===== src/hw/xlate_req_map.svh =====
`ifndef XLATE_REQ_MAP_SVH
`define XLATE_REQ_MAP_SVH

// ************************************************************
// Register byte offsets (low word, high word)
// ************************************************************
`define XR_S1UR_LO      8'h00
`define XR_S1UR_HI      8'h04
`define XR_S1UW_LO      8'h08
`define XR_S1UW_HI      8'h0C
`define XR_S12PR_LO     8'h10
`define XR_S12PR_HI     8'h14
`define XR_AL_S1UR_LO   8'h20
`define XR_AL_S1UR_HI   8'h24
`define XR_AL_S1UW_LO   8'h28
`define XR_AL_S1UW_HI   8'h2C
`define XR_AL_S12PR_LO  8'h30
`define XR_AL_S12PR_HI  8'h34
`define XR_RESULT_LO    8'h40
`define XR_RESULT_HI    8'h44
`define XR_STATUS       8'h48

// ************************************************************
// Field positions
// ************************************************************
`define XR_ADDR_LSB     12
`define XR_ADDR_MSB     63
`define XR_ADDR_MSB_V1  31
`define XR_BANK_MSB     7
`define XR_RSV_MSB      11
`define XR_RSV_LSB      8
`define XR_ST_BUSY      0
`define XR_ST_COPY      1

// ************************************************************
// Reset values
// ************************************************************
`define XR_RESULT_RST   64'h0000_0000_0000_0000
`define XR_ADDR_RST     52'h0_0000_0000_0000
`define XR_BANK_RST     8'h00

`endif


===== src/hw/xlate_req_pkg.sv =====
package xlate_req_pkg;

    // Access type that a request register stands for
    typedef enum logic [1:0] {
        KIND_S1_UR,
        KIND_S1_UW,
        KIND_S12_PR
    } kind_t;

endpackage


===== src/hw/xlate_req_regs.sv =====
// Summary of operation
// RULE_01: Request registers are 64-bit write-only
// RULE_02: Low-word write zero-extends to 64 bits
// RULE_03: High-word write is ignored
// RULE_04: User-read takes address bits 63:12
// RULE_05: User-write request translates as unprivileged write
// RULE_06: Stage 1+2 request translates as privileged read
// RULE_07: Bank index bits 7:0; 11:8 reserved
// RULE_08: Writing a request starts translation
// RULE_09: Outcome lands in the result register
// RULE_10: Access security state picks register copy
// RULE_11: Secure copy only with two security states
// RULE_12: Secure alias reaches non-secure copy
// RULE_13: Older version: 32-bit, address bits 31:12
// RULE_14: Request registers optional in newer version
// RULE_15: Reserved bits ignored; reads lack side effects
`timescale 1ns/1ps
`include "xlate_req_map.svh"

module xlate_req_regs #(
    parameter bit TWO_SEC    = 1'b1,
    parameter bit V2_ARCH    = 1'b1,
    parameter bit XLATE_IMPL = 1'b1
) (
    input  wire logic        mclk,
    input  wire logic        rst_n,
    input  wire logic        psel,
    input  wire logic        penable,
    input  wire logic        pwrite,
    input  wire logic [7:0]  paddr,
    input  wire logic [31:0] pwdata,
    input  wire logic [3:0]  pstrb,
    input  wire logic [2:0]  pprot,
    output logic             pready,
    output logic [31:0]      prdata,
    output logic             pslverr,
    output logic             xlate_req_valid,
    output logic [51:0]      xlate_addr,
    output logic [7:0]       xlate_bank_idx,
    output logic             xlate_priv,
    output logic             xlate_write,
    output logic             xlate_stage2,
    output logic             xlate_secure,
    input  wire logic        xlate_done,
    input  wire logic [63:0] xlate_result
);

    // ********************************************************
    // Declarations
    // ********************************************************
    logic                 pready_r;
    logic [31:0]          prdata_r;
    logic                 pslverr_r;
    logic                 valid_r;
    logic [51:0]          addr_r;
    logic [7:0]           bank_idx_r;
    logic                 priv_r;
    logic                 write_r;
    logic                 stage2_r;
    logic                 secure_r;
    logic                 busy_r;
    logic                 copy_r;
    logic [63:0]          result_r [2];

    logic                 secure_acc;
    logic                 copy_sel;
    logic                 is_req;
    logic                 is_lo;
    logic                 is_alias;
    logic                 mapped;
    logic                 wr_ignore;
    logic [31:0]          rd_val;
    xlate_req_pkg::kind_t kind;
    logic                 req_copy;
    logic                 wr_req;
    logic                 blk;
    logic                 done;
    logic                 launch;
    logic [63:0]          req_word;
    logic [51:0]          req_addr;

    // ********************************************************
    // Security state of the access
    // ********************************************************
    // Without two security states every access maps to copy 0
    assign secure_acc = TWO_SEC && !pprot[1];
    assign copy_sel   = secure_acc; // RULE_10 RULE_11

    // ********************************************************
    // Address decode
    // ********************************************************
    always_comb begin
        is_req   = 1'b0;
        is_lo    = 1'b0;
        is_alias = 1'b0;
        mapped   = 1'b1;
        kind     = xlate_req_pkg::KIND_S1_UR;
        rd_val   = 32'h0000_0000;
        case (paddr)
            `XR_S1UR_LO, `XR_S1UR_HI: begin
                is_req = 1'b1;
                kind   = xlate_req_pkg::KIND_S1_UR;
            end
            `XR_S1UW_LO, `XR_S1UW_HI: begin
                is_req = 1'b1;
                kind   = xlate_req_pkg::KIND_S1_UW;
            end
            `XR_S12PR_LO, `XR_S12PR_HI: begin
                is_req = 1'b1;
                kind   = xlate_req_pkg::KIND_S12_PR;
            end
            `XR_AL_S1UR_LO, `XR_AL_S1UR_HI: begin
                is_req   = 1'b1;
                is_alias = 1'b1;
                kind     = xlate_req_pkg::KIND_S1_UR;
            end
            `XR_AL_S1UW_LO, `XR_AL_S1UW_HI: begin
                is_req   = 1'b1;
                is_alias = 1'b1;
                kind     = xlate_req_pkg::KIND_S1_UW;
            end
            `XR_AL_S12PR_LO, `XR_AL_S12PR_HI: begin
                is_req   = 1'b1;
                is_alias = 1'b1;
                kind     = xlate_req_pkg::KIND_S12_PR;
            end
            `XR_RESULT_LO: begin
                rd_val = result_r[copy_sel][31:0];
            end
            `XR_RESULT_HI: begin
                rd_val = result_r[copy_sel][63:32];
            end
            `XR_STATUS: begin
                rd_val[`XR_ST_BUSY] = busy_r;
                rd_val[`XR_ST_COPY] = copy_r;
            end
            default: begin
                mapped = 1'b0;
            end
        endcase
        is_lo = !paddr[2];
        // Optional block: absent request registers decode as holes
        if (is_req && !XLATE_IMPL) begin // RULE_14
            mapped = 1'b0;
        end
        // Older version has no upper word in the request registers
        if (is_req && !is_lo && !V2_ARCH) begin // RULE_13
            mapped = 1'b0;
        end
        // Alias exists only with two security states
        if (is_alias && !TWO_SEC) begin // RULE_12
            mapped = 1'b0;
        end
    end

    // Non-secure access to an alias, upper-word write, or a
    // partial write is dropped; it gets an error response only where the address decodes as a hole
    assign wr_ignore = !is_lo // RULE_03
                    || (is_alias && !secure_acc)
                    || (pstrb != 4'hF);

    // Secure alias steers to the non-secure copy
    assign req_copy = is_alias ? 1'b0 : copy_sel; // RULE_12

    assign wr_req = psel && pwrite && is_req && mapped && !wr_ignore;

    // ********************************************************
    // Request word assembly
    // ********************************************************
    // Low-word write zero-extends; reserved bits drop out
    assign req_word = {32'h0000_0000, pwdata}; // RULE_02 RULE_01

    // Older version keeps only bits 31:12 of the address
    assign req_addr = V2_ARCH
        ? req_word[`XR_ADDR_MSB:`XR_ADDR_LSB] // RULE_04
        : {32'h0000_0000,
           req_word[`XR_ADDR_MSB_V1:`XR_ADDR_LSB]}; // RULE_13

    // ********************************************************
    // APB handshake
    // ********************************************************
    // A new request stalls the bus while one is in flight, so
    // no request is ever lost behind a running walk
    assign blk    = wr_req && busy_r;
    assign done   = psel && penable && pready_r;
    assign launch = done && wr_req; // RULE_08
    // Result and status writes finish normally and change
    // nothing, so software probing them sees no error

    always_ff @(posedge mclk or negedge rst_n) begin
        if (!rst_n) begin
            pready_r <= 1'b0;
        end else begin
            pready_r <= psel && penable && !pready_r && !blk;
        end
    end

    always_ff @(posedge mclk or negedge rst_n) begin
        if (!rst_n) begin
            prdata_r  <= 32'h0000_0000;
            pslverr_r <= 1'b0;
        end else if (psel && penable && !pready_r && !blk) begin
            pslverr_r <= !mapped;
            // Request registers read as zero, no side effect
            prdata_r  <= (pwrite || !mapped) ? 32'h0000_0000
                                              : rd_val; // RULE_15
        end else begin
            prdata_r  <= 32'h0000_0000;
            pslverr_r <= 1'b0;
        end
    end

    // ********************************************************
    // Translation request launch
    // ********************************************************
    always_ff @(posedge mclk or negedge rst_n) begin
        if (!rst_n) begin
            valid_r <= 1'b0;
        end else begin
            valid_r <= launch; // RULE_08
        end
    end

    always_ff @(posedge mclk or negedge rst_n) begin
        if (!rst_n) begin
            addr_r   <= `XR_ADDR_RST;
            bank_idx_r <= `XR_BANK_RST;
            priv_r   <= 1'b0;
            write_r  <= 1'b0;
            stage2_r <= 1'b0;
            secure_r <= 1'b0;
        end else if (launch) begin
            addr_r   <= req_addr; // RULE_04
            bank_idx_r <= req_word[`XR_BANK_MSB:0]; // RULE_07 RULE_15
            secure_r <= req_copy; // RULE_10
            case (kind)
                xlate_req_pkg::KIND_S1_UR: begin
                    priv_r   <= 1'b0; // RULE_04
                    write_r  <= 1'b0;
                    stage2_r <= 1'b0;
                end
                xlate_req_pkg::KIND_S1_UW: begin
                    priv_r   <= 1'b0; // RULE_05
                    write_r  <= 1'b1;
                    stage2_r <= 1'b0;
                end
                xlate_req_pkg::KIND_S12_PR: begin
                    priv_r   <= 1'b1; // RULE_06
                    write_r  <= 1'b0;
                    stage2_r <= 1'b1;
                end
                default: begin
                    priv_r   <= 1'b0;
                    write_r  <= 1'b0;
                    stage2_r <= 1'b0;
                end
            endcase
        end
    end

    // ********************************************************
    // Busy tracking and result capture
    // ********************************************************
    // Launch only happens while idle and completion only while
    // busy, so set and clear never meet in one cycle
    always_ff @(posedge mclk or negedge rst_n) begin
        if (!rst_n) begin
            busy_r <= 1'b0;
            copy_r <= 1'b0;
        end else if (launch) begin
            busy_r <= 1'b1;
            copy_r <= req_copy;
        end else if (xlate_done) begin
            busy_r <= 1'b0;
        end
    end

    always_ff @(posedge mclk or negedge rst_n) begin
        if (!rst_n) begin
            result_r[0] <= `XR_RESULT_RST;
            result_r[1] <= `XR_RESULT_RST;
        end else if (busy_r && xlate_done) begin
            result_r[copy_r] <= xlate_result; // RULE_09 RULE_11
        end
    end

    // ********************************************************
    // Outputs
    // ********************************************************
    assign pready          = pready_r;
    assign prdata          = prdata_r;
    assign pslverr         = pslverr_r;
    assign xlate_req_valid = valid_r;
    assign xlate_addr      = addr_r;
    assign xlate_bank_idx  = bank_idx_r;
    assign xlate_priv      = priv_r;
    assign xlate_write     = write_r;
    assign xlate_stage2    = stage2_r;
    assign xlate_secure    = secure_r;

endmodule


===== config.mk =====
export PLATFORM = sky130hd
export DESIGN_NAME = xlate_req_regs
export DESIGN_NICKNAME = d
export VERILOG_FILES = /design/src/hw/xlate_req_pkg.sv /design/src/hw/xlate_req_regs.sv
export VERILOG_INCLUDE_DIRS = /design/src /design/src/hw
export SDC_FILE = /design/constraint.sdc
export NUM_CORES = 1
export LEC_CHECK = 0
export ABC_CLOCK_PERIOD_IN_PS = 1800
export BUFFER_PORTS_ARGS = -buffer_cell sky130_fd_sc_hd__buf_2
export CORE_UTILIZATION = 50
export CTS_CLUSTER_DIAMETER = 120
export DETAILED_ROUTE_END_ITERATION = 8
export PLACE_DENSITY = 0.74
export SYNTH_ARGS = -nofsm -noshare
export SYNTH_HDL_FRONTEND = slang
export SYNTH_SLANG_ARGS = --single-unit

===== constraint.sdc =====
create_clock -name mclk -period 1.8 [get_ports mclk]
set_input_delay 0.36 -clock mclk [delete_from_list [all_inputs] [get_ports mclk]]
set_output_delay 0.36 -clock mclk [all_outputs]
set_load 0.01 [all_outputs]

==> flow_summary.toml <==
[run_status]
outcome = "complete, but fails checks"
violations = "negative setup slack"

[clocking]
cts_root_buf = "clkbuf_16"
clock_path_buffers = 2
clk-insertion-delay-late_ns = 0.43
clkTransAtPathRegs_ns = 0.07
numCtsBuffers = 17
cts_tree = "done"
clock_sinks = 195
htree_levels = 4

[synth]
synth_seq_cells = 195
yosysSeqAreaShare_pct = 59.4
synthAdderAreaFrac_pct = 0
synth_xor_area_share_pct = 0
avgSynthCellArea_um2 = 16.0
synthTopCellsByArea = "dfrtp_1 (59%), mux2_2 (21%), mux4_2 (8.8%)"
synthSimpleGateAreaFrac_pct = 4.68
synth_compound_area_share_pct = 0.625
synthArstFlopShare_pct = 100
syn_area_um2 = 8210
synth_edf_count = 0
synthMostInstantiatedCell = "dfrtp_1"
yosysWarnings = 0
synthCells = 514
synth_flop_cell = "dfrtp_1"
synth_common_cells = "dfrtp_1 (195), mux2_2 (154), buf_4 (33)"
synth_cell_types = 30
synth_top_family_by_area = "multiplexers"
yosys.area.top_type = "dfrtp_1"
synth_top_area_share_pct = 59.4
post_synth_mux_area_share_pct = 30.6

[floorplanning]
initial_core_util_pct = 51.5
dieArea_um2 = 16900
fp.dieH_um = 130
rows = 46
core_area_um2 = 15900
io_pins = 216
die_w_um = 130

[placement]
post-place-ws_ns = -0.455
hpwl_um = 11000
routabilityCongestion = 0.794
port_buffers = 177

[detailed_routing]
initialDrtViolationCount = 179
post_drt_wl_per_cell_um = 17.6
drt_pass1_iterations = 4
num_vias = 4846
drc = 0
viasPerCell = 5.16
ant_nets = 0
finalWirelength_um = 16600

[setup_path]
cp.arrival_ns = 2.14
worstSetupStartpointType = "input pin"
crit_path_end_kind = "flop"
required_ns = 2.12
crit_type = "in -> reg"
cp_max_fo = 7

[pwr]
power_frac_comb_pct = 4.6
clkPwrFrac_pct = 45.7
p_sw_uw = 1870
ir_drop_mv = 0.634
p_per_area_nw_per_um2 = 866
pwr-share-seq_pct = 49.8
intPower_uw = 6940
power_leakage_uw = 0.00541
switching_share_pct = 21.2

[timing]
setup_viol = 18
min_period_ns = 1.83
slew_viol_final = 0
rsz0062_at_grt = "true"
clock_skew_ns = 0.00771
fmax_mhz = 547
period_share_pct = 102
whs_ns = 0.152
hold_viol = 0
fin_ws_ns = -0.0284

[global_routing]
grt_pass1_wl_um = 25900
grt_pass1_vias = 5160
grt_max_degree = 54
grt_usage_pct = 20.5
antenna_found_initial = 1
overflow = 0

[finish]
fill_cells = 1199
layout.nets = 828
area_growth_pct = 24.0
drive_gt1_share_pct = 59.2
final_core_util_pct = 63.9

[run]
drv_cap = 0

[worst_hold_path]
hold_path.class = "in -> reg"
[logic make-up after synthesis]
kind of cell | after synthesis
other cells | 1
mux | 191
flops | 195
buf+inv | 62
compound gates | 9
simple gates | 56
[cell usage in the layout (no fill, tap or decap), types with 2 or more instances in the layout]
cell type and count:
nor2b_1 30, dfrtp_1 195, nor3_1 2, buf_2 176, clkinvlp_4 2, nand2_1 4
inv_6 3, buf_12 9, clkbuf_8 3, a21oi_1 5, buf_4 17, mux2_2 146
nand3b_1 5, mux2_1 5, bufinv_16 4, nand2b_1 2, a21o_1 2, nand3_1 2
buf_6 2, mux2_4 8, nor3b_1 2, conb_1 32, mux4_2 32, clkbuf_16 19
clkinv_2 3
[power by group through the flow]
stage          Clock (µW)  Sequential (µW)  Combinational (µW)
2_1_floorplan           0             4470                 166
3_3_place_gp            0             4470                 395
3_5_place_dp            0             4470                 405
4_1_cts              4100             4390                 408
5_1_grt              4280             4380                 454
6_report             4030             4390                 401
[per-layer routing]
| metal | vias to the layer above | global-route usage [%] | share of wire (%) |
|---|---|---|---|
| li1 | 2168 | - | - |
| met1 | 2508 | 23.6 | 39 |
| met2 | 142 | 36.0 | 53 |
| met3 | 28 | 5.33 | 5.8 |
| met4 | 0 | 8.76 | 2.2 |
| met5 | - | 0 | 0 |
[cell type report]
class,instances,area (µm²),area share [%]
sequential,195,4880,47.9
multi-input combinational,288,3110,30.5
timing repair buffer,208,1280,12.6
clock buffer,19,453,4.45
tap,216,270,2.65
clock inverter,12,176,1.73
inverter,1,3.75,0.0369
antenna,1,2.50,0.0246
[final timing paths]
check / startpoint / endpoint / slack, ns / cells past startpoint
max reg2reg: pready$_DFF_PN0_ / prdata[12]$_DFF_PN0_ / 0.16 / 5
max in group asynchronous: rst_n / prdata[1]$_DFF_PN0_ / 0.72 / 3
max: paddr[1] / xlate_addr[15]$_DFFE_PN0P_ / -0.03 / 7
min reg2reg: xlate_bank_idx[3]$_DFFE_PN0P_ / xlate_bank_idx[3]$_DFFE_PN0P_ / 0.48 / 1
min: pwdata[5] / xlate_bank_idx[5]$_DFFE_PN0P_ / 0.15 / 2
min in group asynchronous: rst_n / prdata[8]$_DFF_PN0_ / 0.46 / 2
[sequential cells by signal, indices dropped and copies added (netlist names)]
| signal | flops |
|---|---|
| busy_r | 1 |
| copy_r | 1 |
| prdata | 32 |
| pready | 1 |
| pslverr | 1 |
| result_r | 128 |
| xlate_addr | 20 |
| xlate_bank_idx | 8 |
| xlate_req_valid | 1 |
| xlate_stage2 | 1 |
| xlate_write | 1 |
[timing repair]
action / in CTS / in global routing
hold endpoints to repair: 49 / 0
resized for setup: 0 / 9
setup buffers: 0 / 3
setup endpoints to repair: 6 / 26
gates cloned: 0 / 3
hold buffers: 1 / 0
[per-stage QoR]
| step | instances | TNS, ns | instance area [µm²] | power (µW) |
|---|---|---|---|---|
| final | 940 | -0.260 | 10200 | 8810 |
| after floorplan | 545 | -10.15 | 8330 | 4640 |
| after detailed placement | 901 | -15.72 | 9420 | 4880 |
| after global placement | 901 | -13.94 | 9420 | 4870 |
| after global routing | 939 | -0.413 | 10200 | 9120 |
| after CTS | 933 | -0.00954 | 10100 | 8890 |
[critical path: stages]
cell and delay (ns):
buf_2 0.10, or4_4 0.52, nand4bb_4 0.22, nor4_4 0.24
buf_6 0.19, clkbuf_16 0.16, mux2_2 0.33
(Power assumes the default switching activity.)
